==> src/rtl/wkt_pkg.sv <==
// Constants and types shared by the wake-up timer design
package wkt_pkg;

	// ************************************************************
	// Register map: indices, byte address is four times the index
	// ************************************************************
	localparam int         ADDR_W           = 12;
	localparam int         IDX_LSB          = 2;
	localparam logic [7:0] IDX_CONTROL      = 8'h23;
	localparam logic [7:0] IDX_RELOAD_HIGH  = 8'h24;
	localparam logic [7:0] IDX_RELOAD_LOW   = 8'h25;
	localparam logic [7:0] IDX_COUNT_HIGH   = 8'h26;
	localparam logic [7:0] IDX_COUNT_LOW    = 8'h27;
	localparam logic [7:0] IDX_EVENT_STATUS = 8'h30;

	// ************************************************************
	// Field positions
	// ************************************************************
	localparam int CTL_RUN_BIT    = 7;
	localparam int CTL_QUAL_BIT   = 6;
	localparam int CTL_TRIM_BIT   = 5;
	localparam int CTL_DETECT_BIT = 4;
	localparam int CTL_RELOAD_BIT = 3;
	localparam int CTL_WAKE_BIT   = 2;
	localparam int CTL_CLK_MSB    = 1;
	localparam int ST_TIMER_IRQ   = 0;
	localparam int ST_CARD_IRQ    = 1;
	localparam int ST_SEQ_BUSY    = 2;

	// ************************************************************
	// Reset values and encodings
	// ************************************************************
	localparam logic [5:0]  CONTROL_RESET = 6'h00;
	localparam logic [15:0] RELOAD_RESET  = 16'h0000;
	localparam logic [15:0] COUNT_RESET   = 16'h0000;
	localparam logic [15:0] COUNT_LAST    = 16'h0001;
	localparam logic [1:0]  CLK_SEL_DIV1  = 2'h0;
	localparam logic [1:0]  CLK_SEL_DIV8  = 2'h1;
	localparam logic [1:0]  CLK_SEL_DIV16 = 2'h2;
	localparam logic [1:0]  CLK_SEL_DIV32 = 2'h3;
	localparam logic [4:0]  PRE_MASK_DIV1  = 5'h00;
	localparam logic [4:0]  PRE_MASK_DIV8  = 5'h07;
	localparam logic [4:0]  PRE_MASK_DIV16 = 5'h0f;
	localparam logic [4:0]  PRE_MASK_DIV32 = 5'h1f;
	localparam logic [1:0]  RESP_OKAY     = 2'h0;
	localparam logic [1:0]  RESP_SLVERR   = 2'h2;

	typedef enum logic [1:0] {SEQ_IDLE, SEQ_TRIM, SEQ_DETECT} wkt_seq_t;

endpackage

==> src/rtl/wkt_reg_if.sv <==
// Register access carrier between bus slave and timer core
`timescale 1ns/1ps
interface wkt_reg_if;
	logic       wrStb;
	logic [7:0] wrIdx;
	logic [7:0] wrData;
	logic       wrHit;
	logic [7:0] rdIdx;
	logic [7:0] rdData;
	logic       rdHit;

	modport bus  (output wrStb, wrIdx, wrData, rdIdx, input wrHit, rdData, rdHit);
	modport regs (input wrStb, wrIdx, wrData, rdIdx, output wrHit, rdData, rdHit);
endinterface

==> src/rtl/wkt_prescaler.sv <==
// Oscillator input synchroniser and selectable divider
`timescale 1ns/1ps
module wkt_prescaler (
	input  wire logic       sys_clk,
	input  wire logic       rst_n,
	input  wire logic       lfOscIn,
	input  wire logic [1:0] clockSelect,
	output logic            tick
);
	logic [2:0] syncReg;
	logic [4:0] divReg;
	logic [4:0] divNext;
	logic [4:0] mask;
	logic       oscEdge;

	// Rising edge while the second stage holds the new level and the third still holds the old one
	assign oscEdge = syncReg[1] & ~syncReg[2];

	always_comb begin
		case (clockSelect)
			wkt_pkg::CLK_SEL_DIV1:  mask = wkt_pkg::PRE_MASK_DIV1;
			wkt_pkg::CLK_SEL_DIV8:  mask = wkt_pkg::PRE_MASK_DIV8;
			wkt_pkg::CLK_SEL_DIV16: mask = wkt_pkg::PRE_MASK_DIV16;
			default:                mask = wkt_pkg::PRE_MASK_DIV32;
		endcase
		divNext = oscEdge ? divReg + 5'h01 : divReg;
		tick    = oscEdge && ((divReg & mask) == mask);
	end

	always_ff @(posedge sys_clk or negedge rst_n) begin
		if (!rst_n) begin
			syncReg <= 3'h0;
			divReg  <= 5'h00;
		end else begin
			syncReg <= {syncReg[1:0], lfOscIn};
			divReg  <= divNext;
		end
	end
endmodule

==> src/rtl/wkt_axil_slave.sv <==
// AXI4-Lite slave feeding the register carrier
`timescale 1ns/1ps
module wkt_axil_slave (
	input  wire logic                       sys_clk,
	input  wire logic                       rst_n,
	input  wire logic [wkt_pkg::ADDR_W-1:0] awaddr,
	input  wire logic                       awvalid,
	output logic                            awready,
	input  wire logic [31:0]                wdata,
	input  wire logic [3:0]                 wstrb,
	input  wire logic                       wvalid,
	output logic                            wready,
	output logic [1:0]                      bresp,
	output logic                            bvalid,
	input  wire logic                       bready,
	input  wire logic [wkt_pkg::ADDR_W-1:0] araddr,
	input  wire logic                       arvalid,
	output logic                            arready,
	output logic [31:0]                     rdata,
	output logic [1:0]                      rresp,
	output logic                            rvalid,
	input  wire logic                       rready,
	wkt_reg_if.bus                          regs
);
	logic                       awHeldReg, awHeldNext, wHeldReg, wHeldNext;
	logic [wkt_pkg::ADDR_W-1:0] awAddrReg, awAddrNext;
	logic [7:0]                 wDataReg, wDataNext;
	logic                       wLaneReg, wLaneNext;
	logic                       bValidReg, bValidNext, rValidReg, rValidNext;
	logic [1:0]                 bRespReg, bRespNext, rRespReg, rRespNext;
	logic [7:0]                 rDataReg, rDataNext;
	logic                       wrAlign, rdAlign;

	assign awready = !awHeldReg && !bValidReg;
	assign wready  = !wHeldReg && !bValidReg;
	assign arready = !rValidReg;
	assign bvalid  = bValidReg;
	assign bresp   = bRespReg;
	assign rvalid  = rValidReg;
	assign rresp   = rRespReg;
	assign rdata   = {24'h000000, rDataReg};

	assign wrAlign     = (awAddrReg[1:0] == 2'h0) && (awAddrReg[wkt_pkg::ADDR_W-1:10] == '0);
	assign rdAlign     = (araddr[1:0] == 2'h0) && (araddr[wkt_pkg::ADDR_W-1:10] == '0);
	assign regs.wrIdx  = awAddrReg[9:wkt_pkg::IDX_LSB];
	assign regs.wrData = wDataReg;
	assign regs.rdIdx  = araddr[9:wkt_pkg::IDX_LSB];
	// Store only when both halves are held, the low lane is enabled and the address is sane
	assign regs.wrStb  = awHeldReg && wHeldReg && !bValidReg && wLaneReg && wrAlign;

	always_comb begin
		awHeldNext = awHeldReg;
		awAddrNext = awAddrReg;
		wHeldNext  = wHeldReg;
		wDataNext  = wDataReg;
		wLaneNext  = wLaneReg;
		bValidNext = bValidReg && !bready;
		bRespNext  = bRespReg;
		rValidNext = rValidReg && !rready;
		rRespNext  = rRespReg;
		rDataNext  = rDataReg;
		if (awvalid && awready) begin
			awHeldNext = 1'b1;
			awAddrNext = awaddr;
		end
		if (wvalid && wready) begin
			wHeldNext = 1'b1;
			wDataNext = wdata[7:0];
			wLaneNext = wstrb[0];
		end
		if (awHeldReg && wHeldReg && !bValidReg) begin
			awHeldNext = 1'b0;
			wHeldNext  = 1'b0;
			bValidNext = 1'b1;
			bRespNext  = (wrAlign && regs.wrHit) ? wkt_pkg::RESP_OKAY : wkt_pkg::RESP_SLVERR;
		end
		if (arvalid && arready) begin
			rValidNext = 1'b1;
			rDataNext  = (rdAlign && regs.rdHit) ? regs.rdData : 8'h00;
			rRespNext  = (rdAlign && regs.rdHit) ? wkt_pkg::RESP_OKAY : wkt_pkg::RESP_SLVERR;
		end
	end

	always_ff @(posedge sys_clk or negedge rst_n) begin
		if (!rst_n) begin
			awHeldReg <= 1'b0;
			awAddrReg <= '0;
			wHeldReg  <= 1'b0;
			wDataReg  <= 8'h00;
			wLaneReg  <= 1'b0;
			bValidReg <= 1'b0;
			bRespReg  <= 2'h0;
			rValidReg <= 1'b0;
			rRespReg  <= 2'h0;
			rDataReg  <= 8'h00;
		end else begin
			awHeldReg <= awHeldNext;
			awAddrReg <= awAddrNext;
			wHeldReg  <= wHeldNext;
			wDataReg  <= wDataNext;
			wLaneReg  <= wLaneNext;
			bValidReg <= bValidNext;
			bRespReg  <= bRespNext;
			rValidReg <= rValidNext;
			rRespReg  <= rRespNext;
			rDataReg  <= rDataNext;
		end
	end
endmodule

==> src/rtl/wkt_top.sv <==
// Wake-up timer core with register file, sequencer and bus slave
//
// Notes on behaviour
// - Running flag reads high while counting, low while stopped.
// - A write changes the running flag only when the same write sets the qualifier bit.
// - With auto-trim set, every underflow that finds the sequencer idle launches an oscillator trimming run.
// - With auto card-detect set, every underflow that finds the sequencer idle starts a card detection sequence.
// - Card found raises an interrupt request and keeps the system active.
// - No card found enters power-down when that is enabled.
// - During auto card detection the countdown restarts at once after underflow.
// - Timer 3 times the probing field; it cannot trim in parallel.
// - With auto-reload set, count reloads at zero and keeps counting.
// - With auto-reload and auto card-detect clear, count stops at zero and running flag drops.
// - Every underflow sets the timer interrupt flag.
// - With auto-wake set, every underflow wakes the chip.
// - Clock select 00 undivided, 01 by 8, 10 by 16, 11 by 32.
// - Counter and reload value are 16 bits; reload split in two bytes.
// - Each start event loads the counter from both reload bytes.
// - Reload writes while running leave the count in progress alone.
// - Live count readable as high and low byte.
//
// Implementation choice: the AXI4-Lite interface to the registers.
`timescale 1ns/1ps
module wkt_top (
	input  wire logic                       sys_clk,
	input  wire logic                       rst_n,
	input  wire logic [wkt_pkg::ADDR_W-1:0] awaddr,
	input  wire logic                       awvalid,
	output logic                            awready,
	input  wire logic [31:0]                wdata,
	input  wire logic [3:0]                 wstrb,
	input  wire logic                       wvalid,
	output logic                            wready,
	output logic [1:0]                      bresp,
	output logic                            bvalid,
	input  wire logic                       bready,
	input  wire logic [wkt_pkg::ADDR_W-1:0] araddr,
	input  wire logic                       arvalid,
	output logic                            arready,
	output logic [31:0]                     rdata,
	output logic [1:0]                      rresp,
	output logic                            rvalid,
	input  wire logic                       rready,
	input  wire logic                       lfOscIn,
	input  wire logic                       trimDone,
	input  wire logic                       t3FieldDone,
	input  wire logic                       cardPresent,
	output logic                            timerRunning,
	output logic                            timerIrq,
	output logic                            cardIrq,
	output logic                            trimStart,
	output logic                            fieldProbeEn,
	output logic                            wakeUp,
	output logic                            powerDownReq
);
	wkt_reg_if regBus ();

	logic [5:0]        ctlReg, ctlNext;
	logic [15:0]       reloadReg, reloadNext;
	logic [15:0]       countReg, countNext;
	logic              runReg, runNext;
	logic              timerIrqReg, timerIrqNext;
	logic              cardIrqReg, cardIrqNext;
	wkt_pkg::wkt_seq_t seqReg, seqNext;
	logic              detectAfterReg, detectAfterNext;
	logic              trimStartReg, trimStartNext;
	logic              wakeReg, wakeNext;
	logic              pdReg, pdNext;
	logic              lfTick;
	logic              ctlWrite, statusWrite;
	logic              startEv, stopEv, underflow;
	logic              autoTrim, autoDetect, autoReload, autoWake;
	logic              cardFound;

	// ************************************************************
	// Bus slave and input divider
	// ************************************************************
	wkt_axil_slave u_wkt_axil_slave (
		.sys_clk (sys_clk),
		.rst_n   (rst_n),
		.awaddr  (awaddr),
		.awvalid (awvalid),
		.awready (awready),
		.wdata   (wdata),
		.wstrb   (wstrb),
		.wvalid  (wvalid),
		.wready  (wready),
		.bresp   (bresp),
		.bvalid  (bvalid),
		.bready  (bready),
		.araddr  (araddr),
		.arvalid (arvalid),
		.arready (arready),
		.rdata   (rdata),
		.rresp   (rresp),
		.rvalid  (rvalid),
		.rready  (rready),
		.regs    (regBus.bus)
	);

	wkt_prescaler u_wkt_prescaler (
		.sys_clk     (sys_clk),
		.rst_n       (rst_n),
		.lfOscIn     (lfOscIn),
		.clockSelect (ctlReg[wkt_pkg::CTL_CLK_MSB:0]),
		.tick        (lfTick)
	);

	assign autoTrim   = ctlReg[wkt_pkg::CTL_TRIM_BIT];
	assign autoDetect = ctlReg[wkt_pkg::CTL_DETECT_BIT];
	assign autoReload = ctlReg[wkt_pkg::CTL_RELOAD_BIT];
	assign autoWake   = ctlReg[wkt_pkg::CTL_WAKE_BIT];

	assign ctlWrite    = regBus.wrStb && (regBus.wrIdx == wkt_pkg::IDX_CONTROL);
	assign statusWrite = regBus.wrStb && (regBus.wrIdx == wkt_pkg::IDX_EVENT_STATUS);

	// ************************************************************
	// Register writes and read multiplexer
	// ************************************************************
	always_comb begin
		ctlNext    = ctlReg;
		reloadNext = reloadReg;
		if (ctlWrite) begin
			ctlNext = regBus.wrData[5:0];
		end
		// Reload bytes only feed the counter at a start or reload
		if (regBus.wrStb && regBus.wrIdx == wkt_pkg::IDX_RELOAD_HIGH) begin
			reloadNext[15:8] = regBus.wrData;
		end
		if (regBus.wrStb && regBus.wrIdx == wkt_pkg::IDX_RELOAD_LOW) begin
			reloadNext[7:0] = regBus.wrData;
		end
	end

	always_comb begin
		regBus.rdHit = 1'b1;
		case (regBus.rdIdx)
			wkt_pkg::IDX_CONTROL:      regBus.rdData = {runReg, 1'b0, ctlReg};
			wkt_pkg::IDX_RELOAD_HIGH:  regBus.rdData = reloadReg[15:8];
			wkt_pkg::IDX_RELOAD_LOW:   regBus.rdData = reloadReg[7:0];
			wkt_pkg::IDX_COUNT_HIGH:   regBus.rdData = countReg[15:8];
			wkt_pkg::IDX_COUNT_LOW:    regBus.rdData = countReg[7:0];
			wkt_pkg::IDX_EVENT_STATUS: regBus.rdData = {5'h00, seqReg != wkt_pkg::SEQ_IDLE,
			                                            cardIrqReg, timerIrqReg};
			default: begin
				regBus.rdData = 8'h00;
				regBus.rdHit  = 1'b0;
			end
		endcase
		case (regBus.wrIdx)
			wkt_pkg::IDX_CONTROL, wkt_pkg::IDX_RELOAD_HIGH, wkt_pkg::IDX_RELOAD_LOW,
			wkt_pkg::IDX_COUNT_HIGH, wkt_pkg::IDX_COUNT_LOW,
			wkt_pkg::IDX_EVENT_STATUS: regBus.wrHit = 1'b1;
			default:                   regBus.wrHit = 1'b0;
		endcase
	end

	// ************************************************************
	// Down-counter
	// ************************************************************
	always_comb begin
		startEv   = ctlWrite && regBus.wrData[wkt_pkg::CTL_QUAL_BIT]
		            && regBus.wrData[wkt_pkg::CTL_RUN_BIT] && !runReg;
		stopEv    = ctlWrite && regBus.wrData[wkt_pkg::CTL_QUAL_BIT]
		            && !regBus.wrData[wkt_pkg::CTL_RUN_BIT];
		countNext = countReg;
		runNext   = runReg;
		underflow = 1'b0;
		if (startEv) begin
			countNext = reloadReg;
			runNext   = 1'b1;
		end else if (stopEv) begin
			runNext = 1'b0;
		end else if (runReg && lfTick) begin
			if (countReg <= wkt_pkg::COUNT_LAST) begin
				underflow = 1'b1;
				if (autoReload || autoDetect) begin
					countNext = reloadReg;
				end else begin
					countNext = wkt_pkg::COUNT_RESET;
					runNext   = 1'b0;
				end
			end else begin
				countNext = countReg - wkt_pkg::COUNT_LAST;
			end
		end
	end

	// ************************************************************
	// Event flags, set wins over write-one-to-clear
	// ************************************************************
	always_comb begin
		timerIrqNext = timerIrqReg;
		cardIrqNext  = cardIrqReg;
		if (statusWrite && regBus.wrData[wkt_pkg::ST_TIMER_IRQ]) begin
			timerIrqNext = 1'b0;
		end
		if (statusWrite && regBus.wrData[wkt_pkg::ST_CARD_IRQ]) begin
			cardIrqNext = 1'b0;
		end
		if (underflow) begin
			timerIrqNext = 1'b1;
		end
		if (cardFound) begin
			cardIrqNext = 1'b1;
		end
	end

	// ************************************************************
	// Trimming and card detection sequencer
	// ************************************************************
	always_comb begin
		seqNext         = seqReg;
		detectAfterNext = detectAfterReg;
		trimStartNext   = 1'b0;
		pdNext          = 1'b0;
		cardFound       = 1'b0;
		wakeNext        = underflow && autoWake;
		case (seqReg)
			wkt_pkg::SEQ_IDLE: begin
				if (underflow && autoTrim) begin
					seqNext         = wkt_pkg::SEQ_TRIM;
					trimStartNext   = 1'b1;
					detectAfterNext = autoDetect;
				end else if (underflow && autoDetect) begin
					seqNext = wkt_pkg::SEQ_DETECT;
				end
			end
			wkt_pkg::SEQ_TRIM: begin
				if (trimDone) begin
					if (detectAfterReg) begin
						seqNext = wkt_pkg::SEQ_DETECT;
					end else begin
						seqNext = wkt_pkg::SEQ_IDLE;
						pdNext  = autoWake;
					end
				end
			end
			wkt_pkg::SEQ_DETECT: begin
				// Field stays on until Timer 3 reports its end
				if (t3FieldDone) begin
					seqNext   = wkt_pkg::SEQ_IDLE;
					cardFound = cardPresent;
					pdNext    = !cardPresent && autoWake;
				end
			end
			default: begin
				seqNext = wkt_pkg::SEQ_IDLE;
			end
		endcase
	end

	always_ff @(posedge sys_clk or negedge rst_n) begin
		if (!rst_n) begin
			ctlReg         <= wkt_pkg::CONTROL_RESET;
			reloadReg      <= wkt_pkg::RELOAD_RESET;
			countReg       <= wkt_pkg::COUNT_RESET;
			runReg         <= 1'b0;
			timerIrqReg    <= 1'b0;
			cardIrqReg     <= 1'b0;
			seqReg         <= wkt_pkg::SEQ_IDLE;
			detectAfterReg <= 1'b0;
			trimStartReg   <= 1'b0;
			wakeReg        <= 1'b0;
			pdReg          <= 1'b0;
		end else begin
			ctlReg         <= ctlNext;
			reloadReg      <= reloadNext;
			countReg       <= countNext;
			runReg         <= runNext;
			timerIrqReg    <= timerIrqNext;
			cardIrqReg     <= cardIrqNext;
			seqReg         <= seqNext;
			detectAfterReg <= detectAfterNext;
			trimStartReg   <= trimStartNext;
			wakeReg        <= wakeNext;
			pdReg          <= pdNext;
		end
	end

	assign timerRunning = runReg;
	assign timerIrq     = timerIrqReg;
	assign cardIrq      = cardIrqReg;
	assign trimStart    = trimStartReg;
	assign fieldProbeEn = (seqReg == wkt_pkg::SEQ_DETECT);
	assign wakeUp       = wakeReg;
	assign powerDownReq = pdReg;
endmodule

==> config.mk <==
export PLATFORM = sky130hd
export DESIGN_NAME = wkt_top
export DESIGN_NICKNAME = d
export VERILOG_FILES = /design/src/rtl/wkt_pkg.sv /design/src/rtl/wkt_reg_if.sv /design/src/rtl/wkt_prescaler.sv /design/src/rtl/wkt_axil_slave.sv /design/src/rtl/wkt_top.sv
export SDC_FILE = /design/constraint.sdc
export NUM_CORES = 1
export LEC_CHECK = 0
export BUFFER_PORTS_ARGS = -buffer_cell sky130_fd_sc_hd__buf_2
export CORE_MARGIN = 2
export CORE_UTILIZATION = 31
export CTS_CLUSTER_DIAMETER = 100
export DETAILED_ROUTE_END_ITERATION = 16
export GPL_TIMING_DRIVEN = 0
export PLACE_DENSITY = 0.59
export SYNTH_ARGS = -nofsm -noshare
export SYNTH_HDL_FRONTEND = slang
export SYNTH_SLANG_ARGS = --single-unit
==> constraint.sdc <==
create_clock -name sys_clk -period 2.7 [get_ports sys_clk]
set_input_delay 0.54 -clock sys_clk [delete_from_list [all_inputs] [get_ports sys_clk]]
set_output_delay 0.54 -clock sys_clk [all_outputs]
set_load 0.05 [all_outputs]
Word level (Yosys, flattened, before mapping) --
Index checks and enable logic that the tools add are counted.
Word-level totals: register bits 92, bits of input ports 71, output and inout port bits 48, logic and storage cells 158
Operators by class: add/subtract/negate cells 2, order comparisons 1, equality and inequality tests 22, multiplexer cells 45, bitwise logic cells 3, reductions and logical operators 61
Operators by type and width (number):
- equality test 8 x 6 -> 1 bit, second input constant | 12
- two-way mux 16 bit | 5
- case mux 8 bit (6 select lines) | 1
- logical AND 1 bit | 31
- two-way mux 1 bit | 28
- less-or-equal comparator 16 x 1 -> 1 bit, second input constant | 1
- subtractor 16 x 1 -> 16 bit, second input constant | 1
- case mux 5 bit (3 select lines) | 1
- two-way mux 2 bit | 7
- zero test 2 bit | 6
- nonzero test 2 bit | 6
- OR reduction 6 bit | 2
- zero test 1 bit | 9
- two-way mux 8 bit | 1
- inequality test 2 bit, second input constant | 3
- inequality test 3 bit, second input constant | 2
- case mux 2 bit (3 select lines) | 1
- AND reduction 3 bit | 2
- nonzero test 3 bit | 2
- adder 5 x 1 -> 5 bit, second input constant | 1
- bitwise AND 5 bit | 1
- equality test 5 bit | 1
- equality test 2 x 1 -> 1 bit, second input constant | 2
- equality test 2 bit, second input constant | 2
- other kinds (5) | 6

Longest topological paths before layout --
depth after elaboration 13, depth in mapped cells 9, gate-level depth less buffers 8

Cells and area by module --
From an unflattened synthesis, not the netlist that was laid out.
Unflattened totals: cell total of the unflattened synthesis 459, area total of the unflattened synthesis 5062.4 um^2
Modules (own cells, without submodules):
- wkt_top | instances 1, cells an instance 291, area an instance 2915.3 um^2, sequential area each 1176.1 um^2
- wkt_axil_slave | instances 1, cells an instance 144, area an instance 1819.2 um^2, sequential area each 875.8 um^2
- wkt_prescaler | instances 1, cells an instance 24, area an instance 327.8 um^2, sequential area each 200.2 um^2

Worst setup path after synthesis --
No wires, ideal clock.
path type flip-flop to flip-flop, from register u_wkt_axil_slave.bValidReg (netlist: u_wkt_axil_slave.bvalid), to register u_wkt_axil_slave.awAddrReg[0] (netlist bit), setup time 0.125 ns, arrival time 2.370 ns, data required time 2.575 ns, slack 0.206 ns, cell stages (with the launch flop) 5, buffers on the path 1, period minus slack after synthesis 2.494 ns, cell sequence dfrtp_1 nor2_1 and2_0 clkbuf_1 mux2_2
Between the ends: word-level cells in the longest chain between the ends 3
RTL lines:
- start: declaration | line wkt_axil_slave.sv:29 | logic bValidReg, bValidNext, rValidReg, rValidNext;
- start signal: assignment | line wkt_axil_slave.sv:102 | bValidReg <= bValidNext;
- zero test 1 bit | line wkt_axil_slave.sv:34 | assign awready = !awHeldReg && !bValidReg;
- logical AND 1 bit | line wkt_axil_slave.sv:34
- named net awready | line wkt_top.sv:29 | output logic awready,
- logical AND 1 bit | line wkt_axil_slave.sv:62 | if (awvalid && awready) begin
- end signal: assignment | line wkt_axil_slave.sv:98 | awAddrReg <= awAddrNext;
- end: declaration | line wkt_axil_slave.sv:26 | logic [wkt_pkg::ADDR_W-1:0] awAddrReg, awAddrNext;
The timed path passes the listed nets, and every way through them passes these cells. A chain may end at the register's enable or synchronous reset.

Worst setup path in the final report --
from register countReg[14], to register countReg[1]
Between the ends: word-level cells in the longest chain between the ends 5
RTL lines:
- start: declaration | line wkt_top.sv:60 | logic [15:0] countReg, countNext;
- start signal: assignment | line wkt_top.sv:257 | countReg <= wkt_pkg::COUNT_RESET;
- start signal: assignment | line wkt_top.sv:269 | countReg <= countNext;
- less-or-equal comparator 16 x 1 -> 1 bit | line wkt_top.sv:175 | if (countReg <= wkt_pkg::COUNT_LAST) begin
- two-way mux 16 bit | line wkt_top.sv:175
- two-way mux 16 bit | line wkt_top.sv:174 | end else if (runReg && lfTick) begin
- two-way mux 16 bit | line wkt_top.sv:172 | end else if (stopEv) begin
- two-way mux 16 bit | line wkt_top.sv:169 | if (startEv) begin
Every way passes these cells. The select of a mux whose other input is x is not followed.

==> flow_summary.json <==
{
  "yosysSeqAreaShare": 0.485,
  "slew_headroom": 0.482,
  "drt_iter0_markers": 243,
  "min_period_over_period": 0.942,
  "p_seq_frac": 0.440,
  "layout-drive-gt1-share": 0.328,
  "diodes": 0,
  "p_leak_nw": 2.67,
  "pin_count": 119,
  "internal-power_mw": 2.84,
  "worst_slew_pin_slew_ns": 0.770,
  "synth_edf_count": 0,
  "cts_root_buf": "clkbuf_16",
  "track_usage": 0.146,
  "finalCriticalPeriod_ns": 2.54,
  "synthTopCellsByArea": "dfrtp_1 (49%), mux2_2 (8.7%), buf_4 (4.4%), nand2_1 (3.5%), o21ai_0 (3.5%)",
  "synth_common_cells": "dfrtp_1 (90), nand2_1 (43), mux2_2 (36)",
  "hold_violations": 0,
  "post_cts_buffers": 0,
  "timing.final.max_slew_violations": 0,
  "power_switching_mw": 1.40,
  "synth_compound_area_frac": 0.136,
  "netlist_instances": 429,
  "grt_pass1_vias": 3529,
  "wl_per_cell_um": 15.8,
  "ys_types": 59,
  "worstPathMaxFanout": 10,
  "area_growth_pct": 21.8,
  "comb_power_share": 0.235,
  "synthMuxAreaShare": 0.129,
  "fillCellCount": 1445,
  "outcome": "finished, final reports clean",
  "swShare": 0.330,
  "antenna_left": 0,
  "path_clk_slew_ns": 0.07,
  "core-area_mm2": 0.0146,
  "cts_buffer_depth": 2,
  "critPathRequiredTime_ns": 2.92,
  "numCtsBuffers": 9,
  "tns_ns": 0,
  "fmax_mhz": 393,
  "start_kind": "flop",
  "hold_path.class": "in -> async",
  "grt_max_degree": 71,
  "synth_xor_area_frac": 0.00755,
  "nets": 606,
  "arrival_ns": 2.76,
  "dpl_cell_area_mm2": 0.00531,
  "holdBufCountCts": 0,
  "grt_pass1_wl_um": 18300,
  "antenna_found_initial": 0,
  "synth_area_mm2": 0.00464,
  "vias_per_cell": 5.12,
  "ctsResizeCount": 0,
  "maxCapViolCount": 0,
  "syn_area_per_cell_um2": 10.8,
  "synth_seq_cells": 90,
  "synthAdderAreaFrac": 0.0162,
  "synth.most_common_cell": "dfrtp_1",
  "synth_top_family_by_area": "simple AND/OR/NAND/NOR gates",
  "synthSimpleGateAreaFrac": 0.154,
  "synth-main-ff-cell": "dfrtp_1",
  "synth_top_cell_area_share": 0.485,
  "drc": 0,
  "fin_cells": 718,
  "p_clk_frac": 0.325,
  "multi_input_area_mm2": 0.00218,
  "rsz0062_at_grt": "false",
  "yosys.area.top_type": "dfrtp_1",
  "hpwl_um": 8360,
  "cts_tree": "built",
  "skew_ns": 0.00570,
  "powerDensity_mw_per_mm2": 750,
  "drtPass1Iterations": 5,
  "critPathKind": "reg -> reg",
  "die_h_um": 126,
  "clk_latency_ns": 0.34,
  "setup_viol": 0,
  "place_congestion": 0.935,
  "vias": 3677,
  "yosysWarnings": 0,
  "portBuffers": 63,
  "die_w_um": 126,
  "cts-htree-levels": 3,
  "die-area_mm2": 0.0160,
  "routed_wirelength_um": 11400,
  "clock-sinks": 90,
  "async_flop_share": 1.00,
  "seq_area_mm2": 0.00225,
  "start_util": 0.318,
  "dpl.cell_count": 702,
  "ir_drop_v": 0.000337,
  "rows": 44,
  "fin_area_mm2": 0.00565,
  "end_kind": "flop",
  "grt_overflow_total": 0
}
==> final timing paths <==
kind                                       startpoint                    endpoint  slack [ns]  depth (start not counted)
setup / recovery                         countReg[14]                 countReg[1]        0.16                          7
min in group sys_clk                          lfOscIn  u_wkt_prescaler.syncReg[0]        0.30                          1
hold reg to reg            u_wkt_prescaler.syncReg[0]  u_wkt_prescaler.syncReg[1]        0.36                          0
setup reg to reg                         countReg[14]                 countReg[1]        0.16                          7
max in group asynchronous                       rst_n                 countReg[5]        1.97                          2
hold / removal                                  rst_n     u_wkt_axil_slave.bvalid        0.08                          1
==> cell type report <==
cell class,count,area share
flip-flops and latches,90,0.398
multi-input cells,313,0.385
repair buffers,64,0.0611
plain buffers,39,0.0493
well taps,184,0.0407
clock buffers,9,0.0398
clock inverters,7,0.0175
inverters,12,0.00797
==> routing by layer <==
metal	track usage	vias to the layer above	share of wire
met4	0.0633	0	0.026
met2	0.233	130	0.47
li1	-	1710	-
met1	0.191	1816	0.44
met5	0	-	0
met3	0.0316	21	0.060
==> power groups by stage <==
stage          sequential [mW]  combinational [mW]  clock [mW]
6_report                  1.86               0.995        1.38
5_1_grt                   1.91                1.09        1.48
4_1_cts                   1.84               0.992        1.41
3_5_place_dp              1.87               0.987           0
3_3_place_gp              1.85               0.955           0
2_1_floorplan             1.87               0.699           0
==> layout by cell type, fill, tap and decap left out, types with 3 or more instances in the layout <==
cell,count
dfrtp_1,90
buf_2,66
nand2_1,43
mux2_2,36
o21ai_0,32
buf_4,28
nor2_1,26
conb_1,26
a21oi_1,24
inv_1,12
nor4_1,9
clkbuf_16,9
nor3_1,8
mux4_2,7
nor2b_1,6
a22oi_1,6
ha_1,6
nand3_1,5
o21ai_1,5
a21o_1,5
nand3b_1,4
clkbuf_1,4
a22o_1,4
o21ai_2,4
nor4_2,3
and2_1,3
xnor2_1,3
nand4_1,3
or4_1,3
==> worst max-delay path, cell delays in order, from the launching register on <==
cell and delay [ns]:
dfrtp_1 0.42, or4_4 0.57, nor4_1 0.38, a22o_1 0.39, buf_2 0.31, nor2_1 0.06, a211oi_1 0.21, a21oi_1 0.07
==> registers in the layout (all words and copies together) (netlist names), 2 cells and up <==
register	cells
countReg	16
ctlReg	6
u_wkt_axil_slave.awAddrReg	12
u_wkt_prescaler.syncReg	3
reloadReg	16
seqReg	2
u_wkt_prescaler.divReg	5
u_wkt_axil_slave.regs.wrData	8
u_wkt_axil_slave.rDataReg	8
==> metrics by stage <==
step	utilization	setup WS, ns	hold slack, ns	total power, mW
after floorplan	-	0.206	0.244	2.57
final	0.388	0.156	0.0762	4.24
after detailed placement	0.364	0.0132	0.343	2.85
after CTS	0.386	0.0154	0.0778	4.25
after global routing	0.388	0.0529	0.0865	4.48
after global placement	0.362	0.0957	0.336	2.81
==> cell families after synthesis <==
kind of cell	after synthesis
simple gates	133
flops	90
xor+xnor	4
compound gates	99
buf+inv	51
other cells	1
fa+ha+maj	6
mux	45
No activity file was read; power rests on OpenSTA's default activity.
